$ cat src/hw/cctc_consts.vh
`ifndef CCTC_CONSTS_VH
`define CCTC_CONSTS_VH
// register byte addresses
`define CCTC_ADDR_CTRL 8'h00
`define CCTC_ADDR_PTR0 8'h04
`define CCTC_ADDR_PTR1 8'h08
`define CCTC_ADDR_STRETCH 8'h0c
`define CCTC_ADDR_STATUS 8'h10
`define CCTC_ADDR_TMR0 8'h14
`define CCTC_ADDR_TMR1 8'h18
`define CCTC_ADDR_CMD 8'h1c
// control register fields
`define CCTC_CTRL_SEL 0
`define CCTC_CTRL_AUTO_STEP 1
`define CCTC_CTRL_DEC 2
`define CCTC_CTRL_TOGGLE 3
`define CCTC_CTRL_SLOW 4
`define CCTC_CTRL_SWITCHBACK 5
`define CCTC_CTRL_T0_FAST 6
`define CCTC_CTRL_T1_FAST 7
`define CCTC_CTRL_T0_CNT 8
`define CCTC_CTRL_T1_CNT 9
`define CCTC_CTRL_RESET 10'h000
// command register codes
`define CCTC_CMD_READ 2'h1
`define CCTC_CMD_WRITE 2'h2
`define CCTC_CMD_MOV_DIRECT 2'h3
// timing counts and bus response codes
`define CCTC_LEGACY_DIV 4'd12
`define CCTC_SLOW_DIV 11'd1024
`define CCTC_MAX_STRETCH 4'd10
`define CCTC_BASE_MOVE_CYCLES 4'd2
`define CCTC_MOV_DIRECT_CYCLES 4'd3
`define CCTC_AXI_OKAY 2'b00
`define CCTC_AXI_SLVERR 2'b10
`endif

$ cat src/hw/cctc_top.v
// How it works
// (RL1) ext_fetch_select low: fetch from external memory
// (RL2) ext_fetch_select high: fetch from internal flash
// (RL3) external fetch leaves on-chip data RAM enabled
// (RL4) one machine cycle per clock
// (RL5) one cycle per instruction byte plus one
// (RL6) data move two cycles, direct move three
// (RL7) data move stretchable by up to 10 cycles, 12 in all
// (RL8) slow access lengthens the instruction
// (RL9) slow mode: 1024 clocks per machine cycle
// (RL10) switchback leaves slow mode on interrupt
// (RL11) address latch strobe idle without external access
// (RL12) timers default to one tick per 12 clocks
// (RL13) each timer selectable to tick every clock
// (RL14) pointers auto-step and auto-toggle selection
// (RL15) results unchanged, only cycle counts differ
// (RL16) port 3 bit 6 is write strobe, low
// (RL17) port 3 bit 7 is read strobe, low
// (RL18) port 3 bits 4,5 feed timer counters
`include "cctc_consts.vh"
module cctc_top #(
  parameter PTR_W = 16,
  parameter TMR_W = 16
) (
  // clock and reset
  input wire aclk,
  input wire aresetn,
  // axi4-lite write
  input wire [7:0] s_axi_awaddr,
  input wire s_axi_awvalid,
  output reg s_axi_awready,
  input wire [31:0] s_axi_wdata,
  input wire [3:0] s_axi_wstrb,
  input wire s_axi_wvalid,
  output reg s_axi_wready,
  output reg [1:0] s_axi_bresp,
  output reg s_axi_bvalid,
  input wire s_axi_bready,
  // axi4-lite read
  input wire [7:0] s_axi_araddr,
  input wire s_axi_arvalid,
  output reg s_axi_arready,
  output reg [31:0] s_axi_rdata,
  output reg [1:0] s_axi_rresp,
  output reg s_axi_rvalid,
  input wire s_axi_rready,
  // device pins
  input wire ext_fetch_select,
  input wire irq_pending,
  input wire timer_zero_count_input,
  input wire timer_one_count_input,
  output reg fetch_external,
  output reg data_ram_enable,
  output reg addr_latch_strobe,
  output reg data_write_strobe_n,
  output reg data_read_strobe_n,
  output reg [PTR_W-1:0] ext_addr,
  output reg machine_cycle_tick
);

  localparam ST_IDLE = 2'd0;
  localparam ST_ADDR = 2'd1;
  localparam ST_DATA = 2'd2;

  // pin synchronisers
  reg [1:0] ea_sync_reg;
  reg [1:0] t0_sync_reg;
  reg [1:0] t1_sync_reg;
  reg [1:0] irq_sync_reg;
  reg t0_last_reg;
  reg t1_last_reg;

  always @(posedge aclk) begin
    if (!aresetn) begin
      ea_sync_reg <= 2'b11;
      t0_sync_reg <= 2'b00;
      t1_sync_reg <= 2'b00;
      irq_sync_reg <= 2'b00;
      t0_last_reg <= 1'b0;
      t1_last_reg <= 1'b0;
    end else begin
      ea_sync_reg <= {ea_sync_reg[0], ext_fetch_select};
      t0_sync_reg <= {t0_sync_reg[0], timer_zero_count_input}; // RL18
      t1_sync_reg <= {t1_sync_reg[0], timer_one_count_input}; // RL18
      irq_sync_reg <= {irq_sync_reg[0], irq_pending};
      t0_last_reg <= t0_sync_reg[1];
      t1_last_reg <= t1_sync_reg[1];
    end
  end

  // registers
  reg [9:0] ctrl_reg;
  reg [PTR_W-1:0] ptr0_reg;
  reg [PTR_W-1:0] ptr1_reg;
  reg [3:0] stretch_reg;
  reg [TMR_W-1:0] tmr0_reg;
  reg [TMR_W-1:0] tmr1_reg;
  reg [3:0] presc_reg;
  reg [10:0] slow_cnt_reg;
  reg [1:0] st_reg;
  reg [3:0] cyc_reg;
  reg [3:0] cyc_target_reg;
  reg op_write_reg;
  reg switched_back_reg;
  reg [31:0] last_cycles_reg;

  // machine cycle pacing: every clock, or every 1024 in slow mode
  wire slow_mode = ctrl_reg[`CCTC_CTRL_SLOW];
  wire mc_tick = !slow_mode || (slow_cnt_reg == `CCTC_SLOW_DIV - 11'd1); // RL4 RL9
  wire legacy_tick = (presc_reg == `CCTC_LEGACY_DIV - 4'd1); // RL12
  wire t0_edge = t0_last_reg && !t0_sync_reg[1];
  wire t1_edge = t1_last_reg && !t1_sync_reg[1];
  wire sel = ctrl_reg[`CCTC_CTRL_SEL];
  wire [PTR_W-1:0] active_ptr = sel ? ptr1_reg : ptr0_reg;
  wire busy = (st_reg != ST_IDLE);

  // bus handshake
  reg aw_hold_reg;
  reg w_hold_reg;
  reg [7:0] aw_addr_reg;
  reg [31:0] w_data_reg;
  wire aw_take = s_axi_awvalid && s_axi_awready;
  wire w_take = s_axi_wvalid && s_axi_wready;
  wire aw_have = aw_hold_reg || aw_take;
  wire w_have = w_hold_reg || w_take;
  wire [7:0] wa = aw_take ? s_axi_awaddr : aw_addr_reg;
  wire [31:0] wd = w_take ? s_axi_wdata : w_data_reg;
  wire wr_fire = aw_have && w_have && !s_axi_bvalid;
  wire wr_cmd = wr_fire && (wa == `CCTC_ADDR_CMD) && !busy;
  wire [1:0] cmd_code = wd[1:0];
  wire move_start = wr_cmd && (cmd_code != 2'd0);
  wire move_done = busy && mc_tick && (cyc_reg + 4'd1 >= cyc_target_reg);
  wire step_done = move_done && (st_reg == ST_DATA);

  function [4:0] wmap;
    input [7:0] a;
    begin
      case (a)
        `CCTC_ADDR_CTRL: wmap = 5'd1;
        `CCTC_ADDR_PTR0: wmap = 5'd2;
        `CCTC_ADDR_PTR1: wmap = 5'd3;
        `CCTC_ADDR_STRETCH: wmap = 5'd4;
        `CCTC_ADDR_STATUS: wmap = 5'd5;
        `CCTC_ADDR_TMR0: wmap = 5'd6;
        `CCTC_ADDR_TMR1: wmap = 5'd7;
        `CCTC_ADDR_CMD: wmap = 5'd8;
        default: wmap = 5'd0;
      endcase
    end
  endfunction

  always @(posedge aclk) begin
    if (!aresetn) begin
      s_axi_awready <= 1'b0;
      s_axi_wready <= 1'b0;
      s_axi_bvalid <= 1'b0;
      s_axi_bresp <= `CCTC_AXI_OKAY;
      aw_hold_reg <= 1'b0;
      w_hold_reg <= 1'b0;
      aw_addr_reg <= 8'h00;
      w_data_reg <= 32'h0000_0000;
    end else begin
      s_axi_awready <= !aw_have && !s_axi_bvalid && !s_axi_awready;
      s_axi_wready <= !w_have && !s_axi_bvalid && !s_axi_wready;
      if (aw_take) begin
        aw_addr_reg <= s_axi_awaddr;
      end
      if (w_take) begin
        w_data_reg <= s_axi_wdata;
      end
      if (wr_fire) begin
        aw_hold_reg <= 1'b0;
        w_hold_reg <= 1'b0;
        s_axi_bvalid <= 1'b1;
        // unmapped or busy command answers slverr
        if (wmap(wa) == 5'd0 || ((wa == `CCTC_ADDR_CMD) && busy)) begin
          s_axi_bresp <= `CCTC_AXI_SLVERR;
        end else begin
          s_axi_bresp <= `CCTC_AXI_OKAY;
        end
      end else begin
        aw_hold_reg <= aw_have;
        w_hold_reg <= w_have;
        if (s_axi_bvalid && s_axi_bready) begin
          s_axi_bvalid <= 1'b0;
        end
      end
    end
  end

  // control, pointers, stretch, timers
  always @(posedge aclk) begin
    if (!aresetn) begin
      ctrl_reg <= `CCTC_CTRL_RESET;
      ptr0_reg <= {PTR_W{1'b0}};
      ptr1_reg <= {PTR_W{1'b0}};
      stretch_reg <= 4'h0;
      tmr0_reg <= {TMR_W{1'b0}};
      tmr1_reg <= {TMR_W{1'b0}};
      presc_reg <= 4'h0;
      slow_cnt_reg <= 11'h000;
      switched_back_reg <= 1'b0;
    end else begin
      presc_reg <= legacy_tick ? 4'h0 : presc_reg + 4'h1;
      slow_cnt_reg <= (!slow_mode || mc_tick) ? 11'h000 : slow_cnt_reg + 11'h001;
      // timer 0: fast or legacy rate, or counter of pin falls
      if (wr_fire && wa == `CCTC_ADDR_TMR0) begin
        tmr0_reg <= wd[TMR_W-1:0];
      end else if (ctrl_reg[`CCTC_CTRL_T0_CNT] ? t0_edge
                   : (ctrl_reg[`CCTC_CTRL_T0_FAST] || legacy_tick)) begin // RL12 RL13
        tmr0_reg <= tmr0_reg + {{(TMR_W-1){1'b0}}, 1'b1};
      end
      if (wr_fire && wa == `CCTC_ADDR_TMR1) begin
        tmr1_reg <= wd[TMR_W-1:0];
      end else if (ctrl_reg[`CCTC_CTRL_T1_CNT] ? t1_edge
                   : (ctrl_reg[`CCTC_CTRL_T1_FAST] || legacy_tick)) begin // RL12 RL13
        tmr1_reg <= tmr1_reg + {{(TMR_W-1){1'b0}}, 1'b1};
      end
      if (wr_fire && wa == `CCTC_ADDR_CTRL) begin
        ctrl_reg <= wd[9:0];
      end else if (slow_mode && ctrl_reg[`CCTC_CTRL_SWITCHBACK] && irq_sync_reg[1]) begin
        ctrl_reg[`CCTC_CTRL_SLOW] <= 1'b0; // RL10
      end else if (step_done && ctrl_reg[`CCTC_CTRL_TOGGLE]) begin
        ctrl_reg[`CCTC_CTRL_SEL] <= !sel; // RL14
      end
      // switchback flag: event wins over a clearing status write
      if (slow_mode && ctrl_reg[`CCTC_CTRL_SWITCHBACK] && irq_sync_reg[1]) begin
        switched_back_reg <= 1'b1;
      end else if (wr_fire && wa == `CCTC_ADDR_STATUS && wd[0]) begin
        switched_back_reg <= 1'b0;
      end
      if (wr_fire && wa == `CCTC_ADDR_STRETCH) begin
        stretch_reg <= (wd[3:0] > `CCTC_MAX_STRETCH) ? `CCTC_MAX_STRETCH : wd[3:0]; // RL7
      end
      if (wr_fire && wa == `CCTC_ADDR_PTR0) begin
        ptr0_reg <= wd[PTR_W-1:0];
      end else if (step_done && !sel && ctrl_reg[`CCTC_CTRL_AUTO_STEP]) begin
        ptr0_reg <= ctrl_reg[`CCTC_CTRL_DEC] ? ptr0_reg - {{(PTR_W-1){1'b0}}, 1'b1}
                                             : ptr0_reg + {{(PTR_W-1){1'b0}}, 1'b1}; // RL14
      end
      if (wr_fire && wa == `CCTC_ADDR_PTR1) begin
        ptr1_reg <= wd[PTR_W-1:0];
      end else if (step_done && sel && ctrl_reg[`CCTC_CTRL_AUTO_STEP]) begin
        ptr1_reg <= ctrl_reg[`CCTC_CTRL_DEC] ? ptr1_reg - {{(PTR_W-1){1'b0}}, 1'b1}
                                             : ptr1_reg + {{(PTR_W-1){1'b0}}, 1'b1}; // RL14
      end
    end
  end

  // move sequencer: address cycle, then data cycle(s) with stretch
  always @(posedge aclk) begin
    if (!aresetn) begin
      st_reg <= ST_IDLE;
      cyc_reg <= 4'h0;
      cyc_target_reg <= 4'h0;
      op_write_reg <= 1'b0;
      last_cycles_reg <= 32'h0000_0000;
      addr_latch_strobe <= 1'b0;
      data_write_strobe_n <= 1'b1;
      data_read_strobe_n <= 1'b1;
      ext_addr <= {PTR_W{1'b0}};
    end else begin
      case (st_reg)
        ST_IDLE: begin
          addr_latch_strobe <= 1'b0; // RL11
          data_write_strobe_n <= 1'b1;
          data_read_strobe_n <= 1'b1;
          if (move_start) begin
            cyc_reg <= 4'h0;
            op_write_reg <= (cmd_code == `CCTC_CMD_WRITE);
            if (cmd_code == `CCTC_CMD_MOV_DIRECT) begin
              // internal move, three cycles, no pins move
              cyc_target_reg <= `CCTC_MOV_DIRECT_CYCLES; // RL5 RL6
              st_reg <= ST_ADDR;
            end else begin
              // stretch adds cycles to the two-cycle move
              cyc_target_reg <= `CCTC_BASE_MOVE_CYCLES + stretch_reg; // RL6 RL7 RL8
              st_reg <= ST_DATA;
              ext_addr <= active_ptr;
              addr_latch_strobe <= 1'b1; // RL11
            end
          end
        end
        ST_ADDR: begin
          if (mc_tick) begin
            cyc_reg <= cyc_reg + 4'h1;
          end
          if (move_done) begin
            last_cycles_reg <= {28'h0000000, cyc_target_reg};
            st_reg <= ST_IDLE;
          end
        end
        ST_DATA: begin
          addr_latch_strobe <= 1'b0;
          if (mc_tick) begin
            cyc_reg <= cyc_reg + 4'h1;
          end
          if (move_done) begin
            data_write_strobe_n <= 1'b1;
            data_read_strobe_n <= 1'b1;
            last_cycles_reg <= {28'h0000000, cyc_target_reg};
            st_reg <= ST_IDLE;
          end else begin
            data_write_strobe_n <= !op_write_reg; // RL16
            data_read_strobe_n <= op_write_reg; // RL17
          end
        end
        default: begin
          st_reg <= ST_IDLE;
        end
      endcase
    end
  end

  // fetch source and pacing pins
  always @(posedge aclk) begin
    if (!aresetn) begin
      fetch_external <= 1'b0;
      data_ram_enable <= 1'b1;
      machine_cycle_tick <= 1'b0;
    end else begin
      fetch_external <= !ea_sync_reg[1]; // RL1 RL2
      data_ram_enable <= 1'b1; // RL3
      machine_cycle_tick <= mc_tick; // RL4 RL9
    end
  end

  // read channel
  always @(posedge aclk) begin
    if (!aresetn) begin
      s_axi_arready <= 1'b0;
      s_axi_rvalid <= 1'b0;
      s_axi_rdata <= 32'h0000_0000;
      s_axi_rresp <= `CCTC_AXI_OKAY;
    end else begin
      s_axi_arready <= !s_axi_rvalid && !s_axi_arready && !s_axi_arvalid ? 1'b0
                       : (!s_axi_rvalid && !s_axi_arready);
      if (s_axi_arvalid && s_axi_arready) begin
        s_axi_rvalid <= 1'b1;
        s_axi_rresp <= `CCTC_AXI_OKAY;
        case (s_axi_araddr)
          `CCTC_ADDR_CTRL: s_axi_rdata <= {22'h000000, ctrl_reg};
          `CCTC_ADDR_PTR0: s_axi_rdata <= {{(32-PTR_W){1'b0}}, ptr0_reg};
          `CCTC_ADDR_PTR1: s_axi_rdata <= {{(32-PTR_W){1'b0}}, ptr1_reg};
          `CCTC_ADDR_STRETCH: s_axi_rdata <= {28'h0000000, stretch_reg};
          `CCTC_ADDR_STATUS: s_axi_rdata <= {26'h0, !ea_sync_reg[1], busy,
                                             last_cycles_reg[3:0]} << 1
                                            | {31'h0, switched_back_reg};
          `CCTC_ADDR_TMR0: s_axi_rdata <= {{(32-TMR_W){1'b0}}, tmr0_reg};
          `CCTC_ADDR_TMR1: s_axi_rdata <= {{(32-TMR_W){1'b0}}, tmr1_reg};
          `CCTC_ADDR_CMD: s_axi_rdata <= {30'h0, op_write_reg, busy};
          default: begin
            s_axi_rdata <= 32'h0000_0000;
            s_axi_rresp <= `CCTC_AXI_SLVERR;
          end
        endcase
      end else if (s_axi_rvalid && s_axi_rready) begin
        s_axi_rvalid <= 1'b0;
      end
    end
  end

  // instruction results are computed elsewhere and unchanged here; RL15
endmodule

$ cat config.mk
export PLATFORM = sky130hd
export DESIGN_NAME = cctc_top
export DESIGN_NICKNAME = d
export VERILOG_FILES = /design/src/hw/cctc_top.v
export VERILOG_INCLUDE_DIRS = /design/src /design/src/hw
export SDC_FILE = /design/constraint.sdc
export NUM_CORES = 1
export LEC_CHECK = 0
export BUFFER_PORTS_ARGS = -buffer_cell sky130_fd_sc_hd__buf_2
export CAP_MARGIN = 0
export CORE_MARGIN = 3
export CORE_UTILIZATION = 53
export DETAILED_ROUTE_END_ITERATION = 8
export PLACE_DENSITY = 0.74
export SYNTH_ARGS = -nofsm -noshare
export SYNTH_HDL_FRONTEND = slang
export SYNTH_SLANG_ARGS = --single-unit
$ cat constraint.sdc
create_clock -name aclk -period 3.1 [get_ports aclk]
set_input_delay 0.62 -clock aclk [delete_from_list [all_inputs] [get_ports aclk]]
set_output_delay 0.62 -clock aclk [all_outputs]
set_load 0.01 [all_outputs]
==> impl_results.md, run 1 <==
* P_leak at 4.34 nW
* Min-Delay Endpoint: ea_sync_reg[0]$_SDFF_PN1_
* Io pins at 126
* Share of layout cells above drive strength 1 at 14.6%
* Largest net degree at the start of global routing at 89
* DRT iter0 DRCs at 890
* Seq cells post-synth at 189
* Buffers on Ports at 86
* Die outline width at 144 um
* Avg Cell Area, Syn at 8.27 sq um
* Initial Util at 55.1%
* RSZ-0062 raised after global routing: no
* Worst Tran Pin Value at 0.793 ns
* YS warnings at 0
* Total CTS buffers at 17
* Max Root-Sink Buffers at 2
* H-tree Lvls at 4
* Crit path capture type: register
* Clock skew at 0.0104 ns
* Clock Sinks at 189
* Initial antenna violation count at 0
* Fin. max-slew vios at 0
* EDFF count, synth at 0
* Outcome: complete, no violations
* Worst Setup Path Type: register to register
* Ant. Diodes at 0
* Layout Area Growth over Synthesis at 14.0%
* Final hold viol count at 0
* Placed cells at 1519
* Crit path max fanout at 14
* Worst-skew pair later-pin latency at 0.44 ns
* Gpl congestion at 0.947
* Post_cts resized at 0
* Post-synth top flop: dfxtp_1
* Hold buffer count at CTS at 0
* Routed wire length at 27800 um
* Max Cap Viol at 0
* Post-synthesis sequential area ratio at 37.5%
* Peak supply drop at 383 uV
* Post-CTS setup buffers at 0
* Final setup fails at 0
* Final worst-path cycle share at 92.9%
* Via/cell ratio at 6.02
* Number of library cell types mapped by synthesis at 73
* Vias in the first global route at 8495
* Die Y at 144 um
* Overflow after GRT at 0
* R2R Path Start: cyc_reg[0]$_SDFFE_PN0P_
* Via count at 9342
* Min Tclk post-route at 2.88 ns
* Reg2Reg Setup Slack at 0.22 ns
* Startpoint types: register
* Detailed placement HPWL at 20400 um
* ANT nets after route at 0
* Layout Nets at 1414
* # DRC at 0
* Hold slack final at 0.382 ns
* Syn Inst Count at 1221
* Placeable Area at 18300 sq um
* Hold Path Class: input pin to register
* R2R depth at 8
* Mapped Area at 10100 sq um
* Clock slew at reported path FFs at 0.07 ns
* Ys async rst share at 0%
* Site row count at 49
* Layout Cells excl Fill at 1551
* First-pass GRT wire length at 44500 um
* Dpl ws at 0.195 ns
* Fmax at 347 MHz
* Setup TNS at 0 ns
* CTS tree: built
* Reg-to-reg critical path endpoint: ptr1_reg[10]$_SDFFE_PN0P_
* Hold-critical path depth at 2
* Rel. slew slack at 46.6%
* Per-cell routed wire length at 17.9 um
* Pwr per Cell Area at 448 nW/um^2
* Final Worst Setup Slack at 0.220 ns
* GRT Overall Usage at 27.2%
* Hold Crit Start: ext_fetch_select
* Root Driver: clkbuf_16
* Worst Path Required at 3.39 ns
* Crit path arrival time at 3.17 ns
* Router iterations before antenna repair at 8
* Die area at 20700 sq um
==> Yosys cell counts (all sizes together), types with 3 or more instances <==
master | number | area share (%)
o211ai | 7 | 0.52
nor3b | 11 | 0.82
a21oi | 93 | 4.6
buf | 34 | 2.2
a21o | 6 | 0.45
nand3 | 39 | 1.9
nor2 | 191 | 7.1
and3 | 23 | 1.4
a21boi | 4 | 0.30
and2 | 14 | 0.87
nand4 | 10 | 0.68
and4 | 3 | 0.29
o31ai | 5 | 0.37
clkbuf | 51 | 1.9
xor2 | 20 | 1.7
o21a | 8 | 0.67
a221oi | 9 | 0.84
nor3 | 30 | 1.5
nand2 | 103 | 3.8
a211oi | 90 | 6.7
xnor2 | 43 | 3.7
a31oi | 3 | 0.19
mux4 | 3 | 0.67
nand2b | 16 | 0.99
dfxtp | 189 | 37
nand3b | 5 | 0.37
a222oi | 9 | 0.89
nor2b | 5 | 0.31
or2 | 4 | 0.25
ha | 40 | 5.0
inv | 21 | 0.78
mux2i | 39 | 3.9
o21ai | 36 | 1.8
or3 | 5 | 0.31
o22ai | 5 | 0.31
mux2 | 7 | 0.78
a22oi | 10 | 0.74
==> layer usage <==
| layer | vias up | part of all wire, % | global-route usage, % |
|---|---|---|---|
| met4 | 0 | 2.8 | 9.81 |
| met3 | 49 | 7.6 | 4.76 |
| li1 | 4536 | - | - |
| met1 | 4395 | 43 | 36.9 |
| met5 | - | 0 | 0 |
| met2 | 362 | 46 | 43.8 |
==> worst max-delay path, stage by stage, from the launching register on <==
cell,delay [ns]
dfxtp_2,0.34
ha_1,0.31
ha_1,0.27
a21boi_0,0.18
o21ai_0,0.15
a2111o_1,0.41
or2_1,0.45
a2111oi_0,0.51
a211oi_1,0.10
==> area by class of cell <==
type | count | area (sq um)
clock inverters | 11 | 131
inverters | 21 | 81.3
flip-flops and latches | 189 | 3790
clock buffers | 21 | 460
fillers | 1588 | 6820
multi-input cells | 943 | 5890
repair buffers | 137 | 876
well taps | 229 | 287
==> report_power, final <==
group          internal [W]  switching (W)  total [W]
logic              0.000155       0.000270   0.000426
registers           0.00247      0.0000320    0.00250
clock network       0.00125       0.000981    0.00223
total               0.00387        0.00128    0.00516
==> cell families after synthesis <==
family                     share of synthesized area [%]
muxes                                               5.32
adders and majority gates                           5.36
other                                             0.0744
xor gates and xnor gates                            5.47
buffers and inverters                               4.88
AOI/OAI and AO/OA                                   20.2
and+or+nand+nor                                     21.2
DFF                                                 37.5
==> stage by stage <==
stage / area (sq um) / util (%) / total power [W]
after detailed placement: 10900 / 59.6 / 0.00298
after floorplan: 10200 / - / 0.00283
after CTS: 11500 / 62.8 / 0.00518
final: 11500 / 62.8 / 0.00516
after global placement: 10900 / 59.6 / 0.00297
after global routing: 11500 / 62.8 / 0.00534
==> layout by cell type (no fill, tap or decap), types with 8 or more instances in the layout <==
cell	n
nor2_1	188
dfxtp_1	187
nand2_1	103
a21oi_1	93
a211oi_1	90
buf_2	86
buf_4	46
xnor2_1	43
ha_1	40
nand3_1	39
mux2i_1	39
o21ai_0	36
nor3_1	30
and3_1	23
inv_1	20
xor2_1	20
conb_1	19
clkbuf_16	17
nand2b_1	16
and2_1	14
nor3b_1	11
a22oi_1	10
nand4_1	9
a222oi_1	9
a221oi_1	8
==> how the worst max path moves through the flow <==
stage | start | endpoint | cells after the start
2_1_floorplan | ctrl_reg[2]$_SDFFE_PN0P_ | ptr0_reg[14]$_SDFFE_PN0P_ | 12
3_3_place_gp | s_axi_awvalid | ptr1_reg[15]$_SDFFE_PN0P_ | 9
3_5_place_dp | s_axi_awvalid | ext_addr[9]$_SDFFE_PN0P_ | 9
4_1_cts | cyc_reg[0]$_SDFFE_PN0P_ | ptr1_reg[10]$_SDFFE_PN0P_ | 8
5_1_grt | ctrl_reg[2]$_SDFFE_PN0P_ | ptr1_reg[12]$_SDFFE_PN0P_ | 11
6_report | cyc_reg[0]$_SDFFE_PN0P_ | ptr1_reg[10]$_SDFFE_PN0P_ | 8
(Power assumes the default switching activity.)
==> inputs of run 2 (changes only) <==
--- a/config.mk
+++ b/config.mk
@@ -10,6 +10,7 @@
 export CAP_MARGIN = 0
 export CORE_MARGIN = 3
 export CORE_UTILIZATION = 53
+export CTS_BUF_LIST = sky130_fd_sc_hd__clkbuf_16
 export DETAILED_ROUTE_END_ITERATION = 8
 export PLACE_DENSITY = 0.74
 export SYNTH_ARGS = -nofsm -noshare
==> constraint.sdc (replaced) <==
create_clock -name aclk -period 3.1 [get_ports aclk]
set_input_delay 0 -clock aclk [delete_from_list [all_inputs] [get_ports aclk]]
set_output_delay 0 -clock aclk [all_outputs]
set_load 0.005 [all_outputs]
==> run 2 against run 1 <==
Net effect: wire length grew 1.8%; worst setup slack gained 0.028 ns; register-to-register slack gained 0.03 ns; final area up 1.7%; global-route usage increased by 0.068 points; combinational power is 2% higher; die area stayed put; via count about the same; flip-flop and latch count is the same; non-clock buffer count increased by 19; critical path depth grew 3; critical path type unchanged.
==> impl_results.md, run 2 (same netlist as run 1, synthesis figures left out) <==
* Outcome: complete, no violations
* Worst Tran Pin Value at 0.899 ns (+0.106 ns)
* Initial antenna violation count at 0 (unchanged)
* Root Driver: clkbuf_16
* Initial Util at 55.1% (unchanged)
* Fmax at 351 MHz (+0.99%)
* Peak supply drop at 357 uV (-6.8%)
* Clock Sinks at 189 (unchanged)
* Startpoint types: register
* Final worst-path cycle share at 92.0% (-0.91 points)
* RSZ-0062 raised after global routing: no
* Pwr per Cell Area at 443 nW/um^2 (-1.1%)
* Via/cell ratio at 5.95 (-1.2%)
* Total CTS buffers at 17 (unchanged)
* Rel. slew slack at 40.0% (-6.6 points)
* CTS tree: built
* Final hold viol count at 0 (unchanged)
* # DRC at 0 (unchanged)
* H-tree Lvls at 4 (unchanged)
* Per-cell routed wire length at 18.0 um (+0.53%)
* Crit path capture type: register
* Routed wire length at 28300 um (+1.8%)
* R2R Path Start: ctrl_reg[2]$_SDFFE_PN0P_
* Gpl congestion at 0.937 (-1.1%)
* Comb pwr share at 8.4% (about the same)
* Crit path max fanout at 9 (-5)
* Switching share of power at 24.6% (-0.30 points)
* Internal at 0.00391 W (+0.94%)
* Critical path origin: ctrl_reg[2]$_SDFFE_PN0P_
* Hold Crit Start: s_axi_wdata[10]
* Final setup fails at 0 (unchanged)
* Hold Path Class: input pin to register
* Vias in the first global route at 8696 (+2.4%)
* Buffers on Ports at 86 (unchanged)
* Detailed placement HPWL at 20100 um (-1.2%)
* Max Root-Sink Buffers at 2 (unchanged)
* Die Y at 144 um (unchanged)
* Reg2Reg Setup Slack at 0.25 ns (+0.03 ns)
* Commonest cells after routing, fill and taps aside: nor2_1 (188), dfxtp_1 (188), nand2_1 (103), a21oi_1 (93), a211oi_1 (90)
* Placed cells at 1510 (-0.59%)
* Sw Pwr at 0.00127 W (-0.69%)
* Worst Setup Path Type: register to register
* Clock power share at 43.3% (about the same)
* Fin. max-slew vios at 0 (unchanged)
* Layout Cells excl Fill at 1570 (+1.2%)
* Layout Area Growth over Synthesis at 15.9%
* Layout Nets at 1433 (+1.3%)
* Total chip power at 0.00518 W (+0.53%)
* P_leak at 4.43 nW (+2.0%)
* Hold slack final at 0.0264 ns (-0.355 ns)
* Max Cap Viol at 0 (unchanged)
* Ant. Diodes at 0 (unchanged)
* ANT nets after route at 0 (unchanged)
* Die area at 20700 sq um (unchanged)
* Largest net degree at the start of global routing at 80 (-10%)
* GRT Overall Usage at 27.3% (+0.068 points)
* Layout fillers at 1573 (-0.94%)
* Clock skew at 0.00843 ns (-0.00201 ns)
* Share of layout cells above drive strength 1 at 13.9% (-0.73 points)
* Overflow after GRT at 0 (unchanged)
* Min Tclk post-route at 2.85 ns (-0.0282 ns)
* Worst Path Required at 3.45 ns (+0.06 ns)
* Reg power frac at 48.3% (-0.3 points)
* Io pins at 126 (unchanged)
* Placeable Area at 18300 sq um (unchanged)
* Die outline width at 144 um (unchanged)
* Setup TNS at 0 ns (unchanged)
* Site row count at 49 (unchanged)
* Crit path arrival time at 3.20 ns (+0.03 ns)
* Worst-skew pair later-pin latency at 0.43 ns (about the same)
* First-pass GRT wire length at 45000 um (+1.3%)
* DRT iter0 DRCs at 1005 (+13%)
* Clock slew at reported path FFs at 0.07 ns (about the same)
* Router iterations before antenna repair at 6 (-2)
* Via count at 9344 (+0.021%)
-- run 2: power by group through the flow --
| stage | Combinational [W] | Sequential, W | Clock [W] |
|---|---|---|---|
| detailed placement | 0.000398 | 0.00256 | 0 |
| global placement | 0.000392 | 0.00256 | 0 |
| finish | 0.000436 | 0.00250 | 0.00224 |
| floorplan | 0.000268 | 0.00255 | 0 |
| global route | 0.000474 | 0.00251 | 0.00236 |
| CTS | 0.000424 | 0.00250 | 0.00226 |
-- run 2: area by class of cell --
type	count	area (sq um)	area share [%]
clock buffer	17	425	3.64
clock inverter	15	170	1.45
inverter	21	81.3	0.695
multi-input combinational	943	5890	50.4
sequential	189	3790	32.4
tap	229	287	2.45
timing repair buffer	156	1060	9.03
-- run 2: what timing repair did --
item                                    CTS  global route
buffers inserted                          0             3
hold endpoints to repair                 27             0
resized for setup                         0             2
endpoints found under the setup margin    0             3
hold buffers                             25             0
-- run 2: stage by stage --
step / util [%] / worst slack (ns) / cell area (sq um)
5_1_grt: 63.8 / 0.0175 / 11700
6_report: 63.8 / 0.248 / 11700
4_1_cts: 63.7 / 0.183 / 11700
2_1_floorplan: - / 0.0709 / 10200
3_3_place_gp: 59.0 / 0.232 / 10800
3_5_place_dp: 59.0 / 0.209 / 10800
-- run 2: final timing paths --
path                                to  cells past startpoint
max          ptr1_reg[15]$_SDFFE_PN0P_                     11
min          w_data_reg[10]$_SDFF_PN0_                      3
max reg2reg  ptr1_reg[15]$_SDFFE_PN0P_                     11
min reg2reg  ea_sync_reg[1]$_SDFF_PN1_                      1
-- run 2: worst max-delay path, cell delays in order, from the launching register on --
cell and delay, ns:
dfxtp_4 0.39, buf_4 0.15, ha_1 0.32, o21ai_0 0.10, nor2_1 0.19, o31ai_1 0.14, a21oi_1 0.35, a21o_1 0.22
nand3_1 0.12, a21boi_0 0.23, mux2_2 0.36, a211oi_1 0.21
-- run 2: per-layer routing --
metal | vias to the layer above | global-route usage (%) | wire length (um)
li1 | 4562 | - | -
met1 | 4368 | 37.8 | 12300
met2 | 373 | 44.6 | 13300
met3 | 41 | 4.37 | 2240
met4 | 0 | 7.33 | 505
met5 | - | 0 | 0
==> inputs of run 3 (changes only) <==
--- a/config.mk
+++ b/config.mk
@@ -8,8 +8,10 @@
 export LEC_CHECK = 0
 export BUFFER_PORTS_ARGS = -buffer_cell sky130_fd_sc_hd__buf_2
 export CAP_MARGIN = 0
+export CELL_PAD_IN_SITES_DETAIL_PLACEMENT = 1
+export CELL_PAD_IN_SITES_GLOBAL_PLACEMENT = 1
 export CORE_MARGIN = 3
-export CORE_UTILIZATION = 53
+export CORE_UTILIZATION = 40
 export CTS_BUF_LIST = sky130_fd_sc_hd__clkbuf_16
 export DETAILED_ROUTE_END_ITERATION = 8
 export PLACE_DENSITY = 0.74
==> run 3 against run 2 <==
Net effect: hold slack worse by 0.0050 ns; combinational power hardly changed; register-to-register slack worse by 0.13 ns; core utilization is 16 points lower.
==> impl_results.md, run 3 (same netlist as run 1, synthesis figures left out) <==
* Largest net degree at the start of global routing at 70 (-13%)
* Die area at 27200 sq um (+31%)
* Router iterations before antenna repair at 6 (unchanged)
* Outcome: complete, no violations
* Setup TNS at 0 ns (unchanged)
* Final worst-path cycle share at 96.1% (+4.1 points)
* Layout fillers at 2998 (+91%)
* DRT iter0 DRCs at 810 (-19%)
* GRT Overall Usage at 24.3% (-3.0 points)
* H-tree Lvls at 4 (unchanged)
* Clock Sinks at 189 (unchanged)
* Layout Area Growth over Synthesis at 16.6%
* Hold Path Class: input pin to register
* Die outline width at 165 um (+14%)
* RSZ-0062 raised after global routing: no
* Worst Setup Path Type: register to register
* Core Util, Final at 48.0% (-16 points)
* First-pass GRT wire length at 51900 um (+15%)
* Initial Util at 41.1% (-14 points)
* Worst Path Required at 3.38 ns (-0.07 ns)
* Fmax at 336 MHz (-4.2%)
* Via count at 9455 (+1.2%)
* Post-CTS setup buffers at 0 (unchanged)
* Total CTS buffers at 17 (unchanged)
* Crit path capture type: register
* Worst-skew pair later-pin latency at 0.44 ns (about the same)
* P_leak at 4.41 nW (-0.48%)
* Min Tclk post-route at 2.98 ns (+0.126 ns)
* Via/cell ratio at 5.69 (-4.5%)
* Ant. Diodes at 0 (unchanged)
* Commonest cells after routing, fill and taps aside: nor2_1 (188), dfxtp_1 (188), nand2_1 (103), a21oi_1 (93), a211oi_1 (90)
* ANT nets after route at 0 (unchanged)
* Clock skew at 0.0138 ns (+0.00535 ns)
* Max Root-Sink Buffers at 2 (unchanged)
* Io pins at 126 (unchanged)
* Pwr per Cell Area at 440 nW/um^2 (-0.76%)
* Placed Area at 11000 sq um (+1.7%)
* Vias in the first global route at 9490 (+9.1%)
* Multi-input gate area in the final layout at 5890 sq um (about the same)
* Per-cell routed wire length at 19.6 um (+9.0%)
* Fin area at 11800 sq um (+0.61%)
* Site row count at 57 (+16%)
* Crit path max fanout at 10 (+1)
* Buffers on Ports at 86 (unchanged)
* CTS tree: built
* Gpl congestion at 0.888 (-5.2%)
* Crit path arrival time at 3.26 ns (+0.06 ns)
* Share of layout cells above drive strength 1 at 14.5% (+0.62 points)
* Overflow after GRT at 0 (unchanged)
* Max Cap Viol at 0 (unchanged)
* Final hold viol count at 0 (unchanged)
* Detailed placement HPWL at 24300 um (+21%)
* Die Y at 165 um (+14%)
* Worst Tran Pin Value at 0.833 ns (-0.0660 ns)
* Initial antenna violation count at 1 (+1)
* Placeable Area at 24500 sq um (+34%)
* Final setup fails at 0 (unchanged)
* Storage element area at 3790 sq um (unchanged)
* # DRC at 0 (unchanged)
* Clock slew at reported path FFs at 0.07 ns (about the same)
* Fin. max-slew vios at 0 (unchanged)
* Rel. slew slack at 42.8% (+2.8 points)
* Peak supply drop at 320 uV (-10%)
* Routed wire length at 32600 um (+15%)
* Startpoint types: register
* Root Driver: clkbuf_16
* Layout Nets at 1431 (-0.14%)
[run 3: per-stage QoR]
stage | hold slack [ns] | cells | power [W] | worst slack [ns]
final | 0.0214 | 1663 | 0.00517 | 0.122
after global routing | 0.0130 | 1663 | 0.00538 | 0.0130
after CTS | 0.00509 | 1663 | 0.00522 | 0.134
after detailed placement | 0.198 | 1614 | 0.00297 | 0.183
after global placement | 0.181 | 1614 | 0.00296 | 0.296
after floorplan | 0.101 | 1238 | 0.00282 | 0.0709
[run 3: power by group]
group / total (W) / internal (W) / switching [W]
clock network: 0.00223 / 0.00120 / 0.00103
registers: 0.00251 / 0.00247 / 0.0000347
logic: 0.000435 / 0.000159 / 0.000276
[run 3: worst paths after layout]
path	from	end	slack [ns]	depth (start not counted)
setup / recovery	ctrl_reg[2]$_SDFFE_PN0P_	ptr0_reg[13]$_SDFFE_PN0P_	0.12	10
hold / removal	s_axi_wdata[2]	w_data_reg[2]$_SDFF_PN0_	0.02	4
setup reg to reg	ctrl_reg[2]$_SDFFE_PN0P_	ptr0_reg[13]$_SDFFE_PN0P_	0.12	10
hold reg to reg	ea_sync_reg[0]$_SDFF_PN1_	ea_sync_reg[1]$_SDFF_PN1_	0.43	1
[run 3: timing repair]
item | in CTS | in global routing
endpoints found under the hold margin | 19 | 0
setup endpoints to repair | 0 | 6
hold buffers | 17 | 0
gates resized for setup | 0 | 1
[run 3: final cells by class]
type	count	area share (%)
Multi-Input combinational cell	943	50.0
Timing Repair Buffer	154	8.67
Inverter	21	0.691
Clock buffer	17	3.61
Sequential cell	189	32.2
Tap cell	324	3.44
Clock inverter	15	1.38
[run 3: critical path, cell delays in order, from the launching register on]
cell	delay, ns
dfxtp_4	0.40
ha_1	0.33
a211oi_1	0.48
o21ai_0	0.22
nand4_1	0.12
nand2_1	0.08
o41ai_1	0.42
o21ai_0	0.18
mux2_2	0.30
a211oi_1	0.21
a211oi_1	0.08
[run 3: routing by layer]
layer | wire [um] | share of wire, % | vias up | GRT usage (%)
met5 | 13 | 0.040 | - | 0
met4 | 371 | 1.1 | 2 | 5.18
met3 | 1610 | 4.9 | 29 | 3.99
met2 | 15400 | 47 | 207 | 40.4
met1 | 15200 | 47 | 4662 | 33.2
li1 | - | - | 4555 | -
